$ cat config.mk
export PLATFORM = sky130hd
export DESIGN_NAME = tbes_top
export DESIGN_NICKNAME = d
export VERILOG_FILES = /design/src/hw/tbes_pkg.sv /design/src/hw/tbes_profile.sv /design/src/hw/tbes_adapt.sv /design/src/hw/tbes_top.sv
export SDC_FILE = /design/constraint.sdc
export NUM_CORES = 1
export LEC_CHECK = 0
export BUFFER_PORTS_ARGS = -buffer_cell sky130_fd_sc_hd__buf_2
export CORE_ASPECT_RATIO = 0.7
export CORE_MARGIN = 2
export CORE_UTILIZATION = 40
export DETAILED_ROUTE_END_ITERATION = 10
export HOLD_SLACK_MARGIN = 0.12
export SYNTH_ARGS = -nofsm -noshare
export SYNTH_HDL_FRONTEND = slang
export SYNTH_SLANG_ARGS = --single-unit
$ cat constraint.sdc
create_clock -name MCLK -period 72.4 [get_ports MCLK]
set_clock_uncertainty 0.2 [all_clocks]
set_input_delay 18.1 -clock MCLK [delete_from_list [all_inputs] [get_ports MCLK]]
set_output_delay 18.1 -clock MCLK [all_outputs]
set_load 0.05 [all_outputs]
$ cat src/hw/tbes_pkg.sv
// Package for the Type B transmitter edge shaping configuration block.
// Assumes one 100 MHz clock and an 8-bit register port with byte registers.
package tbes_pkg;

  // ---------------------------------------------------------------------
  // Register port
  // ---------------------------------------------------------------------
  localparam int ADDR_W = 8;
  localparam int DATA_W = 8;
  localparam int NUM_CFG = 4;

  // Register indices; the byte address on the port is four times the index.
  localparam logic [7:0] IDX_EDGE_STYLE = 8'h26;
  localparam logic [7:0] IDX_EDGE_LENGTH = 8'h27;
  localparam logic [7:0] IDX_RESIDUAL = 8'h28;
  localparam logic [7:0] IDX_EDGE_TYPE = 8'h29;
  localparam logic [7:0] IDX_STATUS = 8'h30;

  localparam logic [NUM_CFG-1:0][7:0] CFG_IDX =
    {IDX_EDGE_TYPE, IDX_RESIDUAL, IDX_EDGE_LENGTH, IDX_EDGE_STYLE};

  // Reset values of the configuration bytes.
  localparam logic [7:0] RST_EDGE_STYLE = 8'h00;
  localparam logic [7:0] RST_EDGE_LENGTH = 8'h00;
  localparam logic [7:0] RST_RESIDUAL = 8'h00;
  localparam logic [7:0] RST_EDGE_TYPE = 8'h00;
  localparam logic [NUM_CFG-1:0][7:0] CFG_RESET =
    {RST_EDGE_TYPE, RST_RESIDUAL, RST_EDGE_LENGTH, RST_EDGE_STYLE};

  // Writable bits; reserved bits are dropped and read back as zero.
  localparam logic [NUM_CFG-1:0][7:0] CFG_WMASK =
    {8'hff, 8'hff, 8'h9f, 8'h77};

  // ---------------------------------------------------------------------
  // Field positions
  // ---------------------------------------------------------------------
  localparam int FALL_STYLE_LSB = 4;
  localparam int RISE_STYLE_LSB = 0;
  localparam int SCALE_BIT = 7;
  localparam int COUNT_LSB = 0;
  localparam int FALL_TYPE_LSB = 4;
  localparam int RISE_TYPE_LSB = 0;
  localparam int ST_RESERVED_BIT = 6;
  localparam int ST_AT_RES_BIT = 5;
  localparam int ST_ACTIVE_BIT = 7;

  // ---------------------------------------------------------------------
  // Edge type codes and levels
  // ---------------------------------------------------------------------
  localparam logic [3:0] TYPE_LIN1 = 4'h1;
  localparam logic [3:0] TYPE_LIN2 = 4'h2;
  localparam logic [3:0] TYPE_LIN3 = 4'h3;
  localparam logic [3:0] TYPE_LUT = 4'h4;
  localparam logic [3:0] TYPE_LUT_ADAPT_CORR = 4'h5;
  localparam logic [3:0] TYPE_LUT_ADAPT = 4'h6;

  localparam logic [7:0] FULL_AMP = 8'hff;
  localparam logic [7:0] SUPPLY_NOM = 8'h80;
  localparam logic [8:0] PROG_FULL = 9'h100;

  // Four lookup tables of eight points each, fraction of the swing in 1/256.
  localparam logic [3:0][7:0][8:0] TBES_LUT = {
    {9'h100, 9'h0f8, 9'h0e8, 9'h0c8, 9'h098, 9'h060, 9'h030, 9'h010},
    {9'h100, 9'h0f0, 9'h0d0, 9'h0a0, 9'h070, 9'h040, 9'h020, 9'h008},
    {9'h100, 9'h0e0, 9'h0c0, 9'h0a0, 9'h080, 9'h060, 9'h040, 9'h020},
    {9'h100, 9'h0fc, 9'h0f0, 9'h0d8, 9'h0b0, 9'h080, 9'h048, 9'h018}};

  // ---------------------------------------------------------------------
  // Types
  // ---------------------------------------------------------------------
  typedef enum logic [2:0] {
    ST_IDLE = 3'b001,
    ST_FALL = 3'b010,
    ST_RISE = 3'b100
  } tbes_state_t;

  typedef struct packed {
    logic [7:0] edge_type;
    logic [7:0] residual;
    logic [7:0] edge_length;
    logic [7:0] edge_style;
  } tbes_cfg_t;

  typedef struct packed {
    logic [3:0] edge_type;
    logic [2:0] edge_style;
    logic [8:0] progress;
  } tbes_shape_t;

endpackage : tbes_pkg

$ cat src/hw/tbes_profile.sv
// Turns edge progress into a fraction of the amplitude swing.
// Assumes progress runs 0 to 256 over the active transition states.
`timescale 1ns/1ps
`default_nettype none
module tbes_profile
  import tbes_pkg::*;
(
  // Shape request
  input  wire tbes_shape_t shape,
  // Fraction of the swing, 0 to 256
  output logic [8:0]       fraction
);

  logic [8:0] p;
  logic [8:0] knee2;
  logic [8:0] knee3;
  logic [17:0] prod;

  assign p = shape.progress;
  assign knee2 = 9'(9'h040 + {2'b00, shape.edge_style, 4'h0});
  assign knee3 = {3'b000, shape.edge_style, 3'b000};

  always_comb begin
    prod = 18'h00000;
    case (shape.edge_type)
      TYPE_LIN1: begin
        fraction = p;
      end
      TYPE_LIN2: begin
        if (p < 9'h080) begin
          prod = 18'(p * knee2);
          fraction = 9'(prod >> 7);
        end else begin
          prod = 18'((p - 9'h080) * (PROG_FULL - knee2));
          fraction = 9'(knee2 + 9'(prod >> 7));
        end
      end
      TYPE_LIN3: begin
        if (p < 9'h040) begin
          prod = 18'(p * knee3);
          fraction = 9'(prod >> 6);
        end else if (p < 9'h0c0) begin
          prod = 18'((p - 9'h040) * (PROG_FULL - 9'(knee3 << 1)));
          fraction = 9'(knee3 + 9'(prod >> 7));
        end else begin
          prod = 18'((p - 9'h0c0) * knee3);
          fraction = 9'(PROG_FULL - knee3 + 9'(prod >> 6));
        end
      end
      TYPE_LUT, TYPE_LUT_ADAPT_CORR, TYPE_LUT_ADAPT: begin
        // Four tables only; the top style bit has no table behind it.
        if (p[8]) begin
          fraction = PROG_FULL;
        end else begin
          fraction = TBES_LUT[shape.edge_style[1:0]][p[7:5]];
        end
      end
      default: begin
        // Reserved codes give no transition: the target level is taken.
        fraction = PROG_FULL;
      end
    endcase
  end

endmodule : tbes_profile
`default_nettype wire

$ cat src/hw/tbes_adapt.sv
// Maps a swing fraction onto the carrier amplitude, with supply adaptation.
// Assumes the supply code reads SUPPLY_NOM at nominal transmitter supply.
`timescale 1ns/1ps
`default_nettype none
module tbes_adapt
  import tbes_pkg::*;
(
  // Shaping inputs
  input  wire logic [3:0] edge_type,
  input  wire logic [8:0] fraction,
  input  wire logic [7:0] supply,
  input  wire logic [7:0] residual,
  input  wire logic       falling,
  // Amplitude
  output logic [7:0]      amp
);

  logic [16:0] scaled;
  logic [8:0]  frac_adj;
  logic [9:0]  low_calc;
  logic [7:0]  low;
  logic [7:0]  span;
  logic [16:0] step;

  always_comb begin
    scaled = 17'(fraction * supply) >> 7;
    frac_adj = fraction;
    low_calc = {2'b00, residual};
    if (edge_type == TYPE_LUT_ADAPT || edge_type == TYPE_LUT_ADAPT_CORR) begin
      // A higher supply scales the fraction up, so the table runs faster.
      frac_adj = (scaled > 17'(PROG_FULL)) ? PROG_FULL : 9'(scaled);
    end
    if (edge_type == TYPE_LUT_ADAPT_CORR) begin
      // The residual level drifts with supply; half the error is put back.
      low_calc = 10'({2'b00, residual} + 10'({2'b00, SUPPLY_NOM} >> 1)
                 - 10'({2'b00, supply} >> 1));
    end
    if (low_calc[9]) begin
      low = 8'h00;
    end else if (low_calc[8]) begin
      low = FULL_AMP;
    end else begin
      low = low_calc[7:0];
    end
    span = FULL_AMP - low;
    step = 17'(span * frac_adj) >> 8;
    // Residual code maps linearly: 0 is no carrier, all ones is full carrier.
    if (falling) begin
      amp = FULL_AMP - step[7:0];
    end else begin
      amp = low + step[7:0];
    end
  end

endmodule : tbes_adapt
`default_nettype wire

$ cat src/hw/tbes_top.sv
// Type B transmitter edge shaping: configuration bytes and edge sequencer.
// Assumes CARRIER_TICK, MOD_REQ and SUPPLY_LEVEL come from MCLK logic.
//
// Notes on behaviour
// - Falling style field: time constant for codes 1-3, table number for 4-6.
// - Rising style field: time constant for codes 1-3, table number for 4-6.
// - Scaling bit clear: each transition state lasts one carrier cycle.
// - Scaling bit set: each transition state lasts two carrier cycles.
// - Five-bit count gives active transition states, same for both edges.
// - Residual amplitude maps linearly, zero none, all ones full carrier.
// - Upper nibble of edge type selects falling edge style.
// - Lower nibble of edge type selects rising edge style.
// - Code 1: one linear ramp between the two levels.
// - Code 2: two successive linear ramps through an intermediate level.
// - Code 3: three successive linear ramps; codes 0 and 7-15 reserved.
// - Code 4: lookup table shaping without supply adaptation.
// - Code 5: lookup table shaping, supply adapted, with correction.
// - Code 6: lookup table shaping, supply adapted, no correction.
`timescale 1ns/1ps
`default_nettype none
module tbes_top
  import tbes_pkg::*;
(
  // Clock and reset
  input  wire logic              MCLK,
  input  wire logic              RST_B,
  // Register port
  input  wire logic [ADDR_W-1:0] ADDR,
  input  wire logic [DATA_W-1:0] WDATA,
  input  wire logic              WR_STB,
  input  wire logic              RD_STB,
  output logic      [DATA_W-1:0] RDATA,
  // Transmitter side
  input  wire logic              CARRIER_TICK,
  input  wire logic              MOD_REQ,
  input  wire logic [7:0]        SUPPLY_LEVEL,
  output logic      [7:0]        AMPLITUDE,
  output logic                   EDGE_ACTIVE,
  output logic                   AT_RESIDUAL
);

  // ---------------------------------------------------------------------
  // Declarations
  // ---------------------------------------------------------------------
  logic [NUM_CFG-1:0][7:0] cfg_reg;
  logic [NUM_CFG-1:0]      cfg_hit;
  tbes_cfg_t               live_cfg;
  tbes_cfg_t               act_cfg;
  tbes_state_t             state;
  tbes_state_t             next_state;
  logic [4:0]              step_k;
  logic [4:0]              next_step_k;
  logic [4:0]              edge_count;
  logic                    hold;
  logic                    next_hold;
  logic                    at_residual;
  logic                    next_at_residual;
  logic                    edge_active;
  logic                    reserved_seen;
  logic                    status_hit;
  logic                    falling;
  logic [3:0]              sel_type;
  logic [2:0]              sel_style;
  logic [12:0]             prog_wide;
  logic [8:0]              progress;
  tbes_shape_t             shape;
  logic [8:0]              fraction;
  logic [7:0]              shaped_amp;
  logic [7:0]              amp;
  logic [7:0]              status_byte;
  logic [DATA_W-1:0]       rdata;
  logic                    type_reserved;
  logic                    scale_en;
  logic [4:0]              cfg_count;

  // ---------------------------------------------------------------------
  // Register decode and storage
  // ---------------------------------------------------------------------
  assign status_hit = (ADDR == {IDX_STATUS[5:0], 2'b00});

  genvar g;
  generate
    for (g = 0; g < NUM_CFG; g = g + 1) begin : g_cfg
      assign cfg_hit[g] = (ADDR == {CFG_IDX[g][5:0], 2'b00});

      always_ff @(posedge MCLK or negedge RST_B) begin
        if (!RST_B) begin
          cfg_reg[g] <= CFG_RESET[g];
        end else if (WR_STB && cfg_hit[g]) begin
          cfg_reg[g] <= WDATA & CFG_WMASK[g];
        end
      end
    end
  endgenerate

  assign live_cfg = tbes_cfg_t'(cfg_reg);

  // The shaping logic picks up new settings only on a carrier tick, so a
  // write never lands in the middle of a carrier cycle.
  always_ff @(posedge MCLK or negedge RST_B) begin
    if (!RST_B) begin
      act_cfg <= tbes_cfg_t'(CFG_RESET);
    end else if (CARRIER_TICK) begin
      act_cfg <= live_cfg;
    end
  end

  assign scale_en = act_cfg.edge_length[SCALE_BIT];
  assign cfg_count = act_cfg.edge_length[COUNT_LSB +: 5];

  // ---------------------------------------------------------------------
  // Read path
  // ---------------------------------------------------------------------
  assign status_byte = {edge_active, reserved_seen, at_residual, step_k};

  always_comb begin
    rdata = 8'h00;
    for (int i = 0; i < NUM_CFG; i++) begin
      if (cfg_hit[i]) begin
        rdata = cfg_reg[i];
      end
    end
    if (status_hit) begin
      rdata = status_byte;
    end
  end

  always_ff @(posedge MCLK or negedge RST_B) begin
    if (!RST_B) begin
      RDATA <= 8'h00;
    end else if (RD_STB) begin
      RDATA <= rdata;
    end else begin
      RDATA <= 8'h00;
    end
  end

  // ---------------------------------------------------------------------
  // Edge selection
  // ---------------------------------------------------------------------
  // In idle the direction follows the level already reached, so the same
  // path computes the resting amplitude with full progress.
  assign falling = (state == ST_FALL) || (state == ST_IDLE && at_residual);

  always_comb begin
    if (falling) begin
      sel_type = act_cfg.edge_type[FALL_TYPE_LSB +: 4];
      sel_style = act_cfg.edge_style[FALL_STYLE_LSB +: 3];
    end else begin
      sel_type = act_cfg.edge_type[RISE_TYPE_LSB +: 4];
      sel_style = act_cfg.edge_style[RISE_STYLE_LSB +: 3];
    end
  end

  assign type_reserved = (sel_type == 4'h0) || (sel_type > TYPE_LUT_ADAPT);

  // Progress through the edge in 1/256 of its transition states. The divider is
  // combinational; the count is at most 31, which keeps it small.
  always_comb begin
    prog_wide = 13'h0000;
    if (state == ST_IDLE || edge_count == 5'h00) begin
      progress = PROG_FULL;
    end else begin
      prog_wide = 13'({step_k, 8'h00} / {8'h00, edge_count});
      progress = prog_wide[8:0];
    end
  end

  assign shape.edge_type = sel_type;
  assign shape.edge_style = sel_style;
  assign shape.progress = progress;

  tbes_profile u_profile (
    .shape    (shape),
    .fraction (fraction)
  );

  tbes_adapt u_adapt (
    .edge_type (sel_type),
    .fraction  (fraction),
    .supply    (SUPPLY_LEVEL),
    .residual  (act_cfg.residual),
    .falling   (falling),
    .amp       (shaped_amp)
  );

  // ---------------------------------------------------------------------
  // Sequencer
  // ---------------------------------------------------------------------
  always_comb begin
    next_state = state;
    next_step_k = step_k;
    next_hold = hold;
    next_at_residual = at_residual;
    case (state)
      ST_IDLE: begin
        if (MOD_REQ != at_residual) begin
          if (cfg_count == 5'h00) begin
            // No transition states: the new level is taken at once.
            next_at_residual = MOD_REQ;
          end else begin
            next_state = MOD_REQ ? ST_FALL : ST_RISE;
            next_step_k = 5'h01;
            next_hold = 1'b0;
          end
        end
      end
      ST_FALL, ST_RISE: begin
        if (scale_en && !hold) begin
          next_hold = 1'b1;
        end else begin
          next_hold = 1'b0;
          if (step_k >= edge_count) begin
            next_state = ST_IDLE;
            next_at_residual = (state == ST_FALL);
          end else begin
            next_step_k = step_k + 5'h01;
          end
        end
      end
      default: begin
        next_state = ST_IDLE;
      end
    endcase
  end

  always_ff @(posedge MCLK or negedge RST_B) begin
    if (!RST_B) begin
      state <= ST_IDLE;
      step_k <= 5'h00;
      hold <= 1'b0;
      at_residual <= 1'b0;
    end else if (CARRIER_TICK) begin
      state <= next_state;
      step_k <= next_step_k;
      hold <= next_hold;
      at_residual <= next_at_residual;
    end
  end

  // The count is frozen for the length of an edge; a change mid-edge would
  // otherwise let the step run past the end.
  always_ff @(posedge MCLK or negedge RST_B) begin
    if (!RST_B) begin
      edge_count <= 5'h00;
    end else if (CARRIER_TICK && state == ST_IDLE) begin
      edge_count <= cfg_count;
    end
  end

  always_ff @(posedge MCLK or negedge RST_B) begin
    if (!RST_B) begin
      edge_active <= 1'b0;
    end else if (CARRIER_TICK) begin
      edge_active <= (next_state != ST_IDLE);
    end
  end

  // ---------------------------------------------------------------------
  // Reserved style flag
  // ---------------------------------------------------------------------
  // Sticky; writing one to its status bit clears it, but a new sighting in
  // the same cycle wins over the clear.
  always_ff @(posedge MCLK or negedge RST_B) begin
    if (!RST_B) begin
      reserved_seen <= 1'b0;
    end else if (CARRIER_TICK && state != ST_IDLE && type_reserved) begin
      reserved_seen <= 1'b1;
    end else if (WR_STB && status_hit && WDATA[ST_RESERVED_BIT]) begin
      reserved_seen <= 1'b0;
    end
  end

  // ---------------------------------------------------------------------
  // Outputs
  // ---------------------------------------------------------------------
  always_ff @(posedge MCLK or negedge RST_B) begin
    if (!RST_B) begin
      amp <= FULL_AMP;
    end else if (CARRIER_TICK) begin
      amp <= shaped_amp;
    end
  end

  always_ff @(posedge MCLK or negedge RST_B) begin
    if (!RST_B) begin
      AMPLITUDE <= FULL_AMP;
      EDGE_ACTIVE <= 1'b0;
      AT_RESIDUAL <= 1'b0;
    end else begin
      AMPLITUDE <= amp;
      EDGE_ACTIVE <= edge_active;
      AT_RESIDUAL <= at_residual;
    end
  end

endmodule : tbes_top
`default_nettype wire

==> results of run 1 <==
[through the flow]
stage / utilization, % / cells / hold slack (ns) / worst slack, ns
finish: 43.0 / 2924 / 0.167 / 28.02
global route: 43.0 / 2924 / 0.171 / 24.86
CTS: 43.0 / 2924 / 0.168 / 28.59
detailed placement: 42.4 / 2908 / 0.156 / 28.73
global placement: 42.4 / 2908 / 0.155 / 30.49
floorplan: - / 2281 / 0.152 / 34.52
[kinds of logic (layout without fill, tap and decap cells)]
family / Yosys count / after routing / share of synthesized area (%)
AND/OR/NAND/NOR: 689 / 689 / 17.7
AO/OA/AOI/OAI: 480 / 480 / 17.4
flip-flops: 99 / 99 / 13.0
adder cells (fa/ha/maj): 440 / 440 / 34.2
multiplexers: 91 / 91 / 5.24
XOR/XNOR: 119 / 119 / 5.41
buffers and inverters: 363 / 385 / 7.10
[layout make-up]
class | count | area [um^2]
Multi-Input combinational cell | 1819 | 15400
Clock buffer | 9 | 225
Inverter | 298 | 1120
Fill cell | 4720 | 27200
Sequential cell | 99 | 2500
Clock inverter | 7 | 80.1
Tap cell | 621 | 777
Timing Repair Buffer | 71 | 418
[routing by layer]
metal	global-route usage [%]	routed length [um]
met1	32.2	25800
met3	3.35	3640
met5	0.772	53
met2	31.6	21900
met4	3.46	676
[final timing paths]
check | from | endpoint | slack, ns
min reg2reg | amp[4] | AMPLITUDE[4] | 0.17
max | edge_count[0] | amp[7] | 28.02
min in group asynchronous | RST_B | RDATA[2] | 17.40
min | amp[4] | AMPLITUDE[4] | 0.17
max in group asynchronous | RST_B | act_cfg[19] | 53.32
max reg2reg | edge_count[0] | amp[7] | 28.02
[placed cells by master, fill, tap and decap left out, types with 39 or more instances in the layout]
master    instances
xor2_1           43
o21ai_0          82
a21o_1           63
a21oi_1         112
and2_1           39
ha_1            295
dfrtp_1          82
fa_1            145
buf_2            46
xnor2_1          76
inv_1           293
nand2b_1         46
mux2_2           70
nor2_1          215
nand2_1         165
[synth_stat cells, types with 18 or more instances]
| library cell | n | area [um^2] |
|---|---|---|
| a21o_1 | 63 | 473 |
| a21oi_1 | 113 | 566 |
| and2_1 | 39 | 244 |
| clkbuf_1 | 55 | 206 |
| dfrtp_1 | 82 | 2050 |
| fa_1 | 145 | 2900 |
| ha_1 | 295 | 3690 |
| inv_1 | 293 | 1100 |
| mux2_2 | 70 | 788 |
| mux2i_1 | 18 | 180 |
| nand2_1 | 165 | 619 |
| nand2b_1 | 46 | 288 |
| nand3_1 | 29 | 145 |
| nor2_1 | 215 | 807 |
| nor2b_1 | 33 | 206 |
| nor3_1 | 33 | 165 |
| o211ai_1 | 19 | 143 |
| o21a_1 | 22 | 165 |
| o21ai_0 | 82 | 410 |
| or2_2 | 27 | 169 |
| xnor2_1 | 76 | 666 |
| xor2_1 | 43 | 377 |
==> key figures, run 1 <==
Cells and area
  • P&R area growth vs syn: 6.52%
  • # nets final: roughly 2,800
  • Inserted Diodes: 0
  • Design area: roughly 20,000 um^2
  • Layout cells sized above 1: between 10% and 20%

Setup path
  • Delay-heaviest family, CP: compound AO/OA/AOI/OAI gates
  • Crit path required time: 72.48 ns
  • Crit path buffers/inverters: 12
  • Max incr delay on CP: about 0.87 ns
  • R2r worst-path depth: 174
  • Type of destination of the critical path: register
  • Critical path's slowest cell: a21oi_1
  • Worst-path maximum fanout: 21
  • Data arrival, critical path: ~44 ns
  • Most frequent CP cell: ha_1
  • Critical path depth in cells: between 150 and 200
  • Crit Path Class: register to register
  • Crit start category: register

Global route
  • Initial antenna violation count: 0
  • First-pass GRT wire length: between 80,000 and 90,000 um
  • Gr usage total: a little over a fifth
  • Vias in the first global route: ~16,000
  • Grt ovf: 0
  • Pin count of the biggest net entering global routing: 83

CTS
  • Root buf cell: clkbuf_16
  • Clock Sinks: 99
  • H-tree lvl count: 3
  • Post_cts resized: 0
  • Total clock buffers created by CTS: 9
  • Worst-Skew Late Latency: 0.36 ns
  • Clock slew at reported path FFs: roughly 0.070 ns
  • CTS tree: built
  • Clock Tree Buf Depth: 2
  • Setup Buffers After CTS: 0
  • CTS Hold Buffers Added: 0

Placement
  • Post-DP Area: about 20,000 um^2
  • Port bufs: between 40 and 50
  • Post-DP HPWL: roughly 42,000 um
  • Placer Congestion: ~0.92

Timing
  • Final period util: 61.3%
  • Worst slew pin tran: 1.13 ns
  • Max Clock Freq: about 23 MHz
  • Final setup viols: 0
  • RSZ-0062 raised after global routing: false
  • Relative slew slack: around a quarter
  • Count of final hold-check violations: 0
  • Minimum clock period: about 44 ns
  • Setup TNS: 0 ns
  • Slew Limit Fails: 0

Drt
  • Routed vias/inst: about 5.6
  • Vias: between 15,000 and 20,000
  • DRT iter0 DRCs: 1,590
  • DRT Pass-1 Iters: 8
  • Antenna-violating nets left: 0
  • DRC: 0
  • Routed wire length: between 50,000 and 60,000 um
  • Average wire per standard cell: about 18 um

Synth
  • Average size of a mapped cell: 8.44 um^2
  • Synth Flop Type: dfrtp_1
  • Post-synth ARST share: 100%
  • Post-Synthesis Cell Area: around 19,000 um^2
  • Mapped Cells: between 2,000 and 2,500
  • EDFF count, synth: 0
  • Count of different cell masters after synthesis: between 100 and 150
  • Register bit total from synthesis: 99
  • Syn_nets: roughly 2,800
  • Register area share after synthesis: between 10% and 20%
  • Warnings, synthesis: 0

Floorplanning
  • Die X: between 200 and 300 um
  • Core ar.: roughly 48,000 um^2
  • Die Height: 188 um
  • Standard-cell rows: 67
  • Full die area: 50,000 um^2
  • Ports: 48
  • Starting Density: 40.4%

Run
  • MaxCap Viol Count: 0

Run status
  • Status: finished, final reports clean

Hold path
  • Hold Crit Class: register to register
  • Hold path cells: 0
Power of run 1 is left out: the tool's default activity adds up to more than one toggle a clock period on the data nets, which glitch-free logic cannot reach.
==> inputs of run 2 (changes only) <==
Clock period 72.4 ns to 46.5 ns, I/O delays scaled along.
==> run 2 against run 1 <==
Compared with the run above: maximum frequency up 2.0%; clock-buffer cell count is the same; setup slack lost 25 ns; cell count is 0.17% higher; hold slack lost 0.00051 ns; cell area increased by 0.38%; non-clock buffer count rose by 5.
==> key figures, run 2 (same netlist as run 1, synthesis figures left out) <==
Run status
  • Status: finished, final reports clean

Global route
  • First-pass GRT wire length: about 86,000 um
  • Pin count of the biggest net entering global routing: between 80 and 90
  • Gr usage total: around a fifth
  • Grt ovf: 0
  • Initial antenna violation count: 0
  • Vias in the first global route: approximately 16,000

Setup path
  • Worst-path maximum fanout: 21
  • Critical path depth in cells: 175
  • Max incr delay on CP: ~0.70 ns
  • Crit Path Class: register to register
  • Crit start category: register
  • Delay-heaviest family, CP: compound AO/OA/AOI/OAI gates
  • Crit path buffers/inverters: 14
  • Most frequent CP cell: ha_1
  • R2r worst-path depth: roughly 180
  • Type of destination of the critical path: register
  • Worst Setup SP: edge_count[0]
  • Data arrival, critical path: around 44 ns
  • FF-to-FF Start: edge_count[0]
  • Critical path's slowest cell: a2111oi_0
  • Crit path required time: 46.59 ns

Drt
  • Average wire per standard cell: 17.7 um
  • Routed vias/inst: roughly 5.6
  • Vias: approximately 16,000
  • DRT iter0 DRCs: between 1,000 and 1,500
  • DRT Pass-1 Iters: 8
  • Routed wire length: slightly above 50,000 um
  • DRC: 0
  • Antenna-violating nets left: 0

Timing
  • Worst slew pin tran: just over 1 ns
  • Final period util: a little over nine tenths
  • Max Clock Freq: 23.0 MHz
  • Final setup viols: 0
  • RSZ-0062 raised after global routing: false
  • Count of final hold-check violations: 0
  • Relative slew slack: 32.0%
  • Worst setup margin: ~3.0 ns
  • Minimum clock period: ~44 ns
  • Slew Limit Fails: 0
  • Setup TNS: 0 ns

Floorplanning
  • Ports: 48
  • Core ar.: 47,700 um^2
  • Die X: between 200 and 300 um
  • Starting Density: a little over 40%
  • Full die area: 50,000 um^2
  • Standard-cell rows: 67
  • Die Height: 188 um

Cells and area
  • Register cell area after layout: around 2500 um^2
  • Commonest non-fill, non-tap cell in the layout: ha_1
  • Fillers: ~4,700
  • Design area: between 20,000 and 25,000 um^2
  • P&R area growth vs syn: 6.92%
  • Inserted Diodes: 0
  • # nets final: roughly 2,800
  • Footprint of the multi-input gates: between 15,000 and 20,000 um^2
  • Commonest non-fill, non-tap cells in the layout: ha_1 (295), inv_1 (293), nor2_1 (215)
  • Layout cells sized above 1: between 10% and 20%

Placement
  • Post-DP HPWL: between 40,000 and 50,000 um
  • Placer Congestion: just over 0.9
  • Port bufs: 47
  • Post-DP Area: between 20,000 and 25,000 um^2
  • Pre-CTS WS: about 2.7 ns

Hold path
  • Hold path cells: 0
  • Hold path start: amp[1]
  • Hold Crit Class: register to register

CTS
  • Clock Tree Buf Depth: 2
  • CTS tree: built
  • CTS Hold Buffers Added: 0
  • Clock slew at reported path FFs: ~0.07 ns
  • Total clock buffers created by CTS: 9
  • Root buf cell: clkbuf_16
  • Worst-Skew Late Latency: between 0.3 and 0.4 ns
  • H-tree lvl count: 3
  • Clock Sinks: 99

Run
  • MaxCap Viol Count: 0
[run 2: metrics by stage]
stage                     hold slack, ns  util (%)  std cells
final                              0.167      43.2       2929
after global routing               0.172      43.2       2929
after CTS                          0.168      43.1       2924
after detailed placement           0.157      42.4       2908
after global placement             0.155      42.4       2908
after floorplan                    0.152         -       2281
[run 2: area by class of cell]
cell class                      instances  share of cell area (%)
Clock buffer                            9                    1.09
Tap cell                              621                    3.77
Inverter                              298                    5.43
Sequential cell                        99                    12.1
Multi-Input combinational cell       1819                    74.8
Clock inverter                          7                   0.565
Timing Repair Buffer                   76                    2.21
[run 2: worst paths after layout]
path	end	slack, ns
setup / recovery	amp[7]	2.97
hold / removal	AMPLITUDE[1]	0.17
setup reg to reg	amp[7]	2.97
hold reg to reg	AMPLITUDE[1]	0.17
max in group asynchronous	act_cfg[12]	33.91
min in group asynchronous	RDATA[2]	10.92
[run 2: repair_timing]
| action | CTS | global route |
|---|---|---|
| setup buffers | 0 | 5 |
| resized for setup | 0 | 1 |
| setup endpoints to repair | 0 | 1 |
| endpoints found under the hold margin | 0 | 0 |
[run 2: metal layers]
layer / vias up / share of wire, % / GRT usage [%]
met2: 498 / 42 / 31.3
met4: 2 / 1.3 / 3.76
met3: 59 / 6.4 / 3.36
met5: - / 0.099 / 0.772
met1: 7962 / 50 / 32.0
li1: 7876 / - / -
Power of run 2 is left out for the same reason.
==> inputs of run 3 (changes only) <==
Settings changed: CORE_MARGIN 2 to default.
==> run 3 against run 2 <==
Compared with the run above: non-clock buffer count stayed put; wire length is 1.6% higher; first-iteration DRC count decreased by 6.3%; register-to-register slack better by 0.50 ns; utilization is 0.57 points higher; critical path depth is 1 higher; maximum frequency grew 1.2%; critical endpoint unchanged.
==> key figures, run 3 (same netlist as run 1, synthesis figures left out) <==
Run status
  • Status: finished, final reports clean

Setup path
  • Flop2flop setup slack: approximately 3.5 ns
  • Critical path's slowest cell: dfrtp_1
  • FF-to-FF Start: edge_count[0]
  • Crit path required time: around 47 ns
  • Worst Setup SP: edge_count[0]
  • R2r worst-path depth: around 180
  • Crit start category: register
  • Most frequent CP cell: ha_1
  • Max incr delay on CP: about 0.67 ns
  • Worst-path maximum fanout: 21
  • Data arrival, critical path: roughly 43 ns
  • Setup crit end: amp[7]
  • Type of destination of the critical path: register
  • Crit Path Class: register to register
  • R2r endpoint: amp[7]

CTS
  • CTS Hold Buffers Added: 0
  • Root buf cell: clkbuf_16
  • Clock Tree Buf Depth: 2
  • Clock slew at reported path FFs: 0.07 ns
  • Clock Sinks: 99
  • Worst-Skew Late Latency: approximately 0.36 ns
  • Total clock buffers created by CTS: 9
  • CTS tree: built
  • H-tree lvl count: 3

Global route
  • Gr usage total: 21.8%
  • Vias in the first global route: ~16,000
  • Pin count of the biggest net entering global routing: 83
  • Initial antenna violation count: 1
  • First-pass GRT wire length: 86,500 um
  • Grt ovf: 0

Cells and area
  • Commonest non-fill, non-tap cells in the layout: ha_1 (295), inv_1 (293), nor2_1 (215)
  • Footprint of the multi-input gates: ~15,000 um^2
  • Register cell area after layout: roughly 2500 um^2
  • Fillers: 4,600
  • Layout cells sized above 1: between 10% and 20%
  • Commonest non-fill, non-tap cell in the layout: ha_1
  • # nets final: approximately 2,800
  • Inserted Diodes: 0
  • P&R area growth vs syn: 6.72%

Placement
  • Placer Congestion: approximately 0.92
  • Port bufs: 47
  • Post-DP HPWL: between 40,000 and 50,000 um

Drt
  • Routed vias/inst: 5.60
  • Antenna-violating nets left: 0
  • Vias: 16,365
  • Average wire per standard cell: around 18 um
  • DRT Pass-1 Iters: 5
  • Routed wire length: about 53,000 um
  • DRC: 0
  • DRT iter0 DRCs: 1,273

Timing
  • Setup TNS: 0 ns
  • RSZ-0062 raised after global routing: false
  • Count of final hold-check violations: 0
  • Max Clock Freq: around 23 MHz
  • Minimum clock period: between 40 and 50 ns
  • Final setup viols: 0
  • Worst slew pin tran: ~1.2 ns
  • Final period util: 92.5%
  • Slew Limit Fails: 0
  • Relative slew slack: a little under a fifth

Floorplanning
  • Starting Density: 41.0%
  • Ports: between 40 and 50
  • Core ar.: ~47,000 um^2
  • Die Height: 186 um
  • Standard-cell rows: 66
  • Full die area: 49,000 um^2
  • Die X: 264 um

Hold path
  • Hold Crit Class: register to register

Run
  • MaxCap Viol Count: 0
-- run 3: changes by cell type in the layout (fill, tap and decap cells not counted) --
cell        change
inv_8           +1
bufinv_16       -2
clkinvlp_4      +1
inv_6           -1
o21ai_1         -1
o221ai_2        +1
clkbuf_8        +1
o21ai_2         +1
o221ai_1        -1
-- run 3: stage by stage --
step,worst slack (ns),instance area [um^2],cells,utilization [%],hold slack [ns]
after floorplan,8.62,19300,2281,-,0.152
after global placement,4.52,20200,2899,43.0,0.155
after detailed placement,2.91,20200,2899,43.0,0.157
after CTS,2.74,20500,2915,43.6,0.168
after global routing,0.265,20600,2920,43.7,0.174
final,3.48,20600,2920,43.7,0.166
-- run 3: area by class of cell --
| class | count | area share, % |
|---|---|---|
| Timing Repair Buffer | 76 | 2.22 |
| Clock inverter | 6 | 0.323 |
| Inverter | 298 | 5.44 |
| Tap cell | 612 | 3.73 |
| Sequential cell | 99 | 12.2 |
| Clock buffer | 10 | 1.16 |
| Multi-Input combinational cell | 1819 | 75.0 |
-- run 3: worst min path at each step --
stage,from,end,depth (start not counted)
floorplan,amp[0],AMPLITUDE[0],0
detailed placement,amp[2],AMPLITUDE[2],0
finish,amp[2],AMPLITUDE[2],0
CTS,amp[2],AMPLITUDE[2],0
global route,amp[4],AMPLITUDE[4],0
global placement,amp[0],AMPLITUDE[0],0
-- run 3: metal layers --
layer / wire length, um / GRT usage (%)
met5: 0 / 0
met4: 463 / 3.09
met3: 3570 / 3.43
met2: 22000 / 33.3
met1: 26600 / 32.8
-- run 3: worst max-delay path, delay by kind of cell (launching register included) --
kind,cells,cell delay (ns)
and+or+nand+nor,48,11.38
xor gates and xnor gates,4,0.69
DFF,1,0.67
adders and majority gates,34,12.18
muxes,5,1.54
AOI/OAI and AO/OA,70,14.63
buffers and inverters,15,1.66
-- run 3: what timing repair did --
action | in CTS | in global routing
gates resized for setup | 0 | 3
endpoints found under the setup margin | 0 | 3
setup buffers | 0 | 5
Power of run 3 is left out for the same reason.
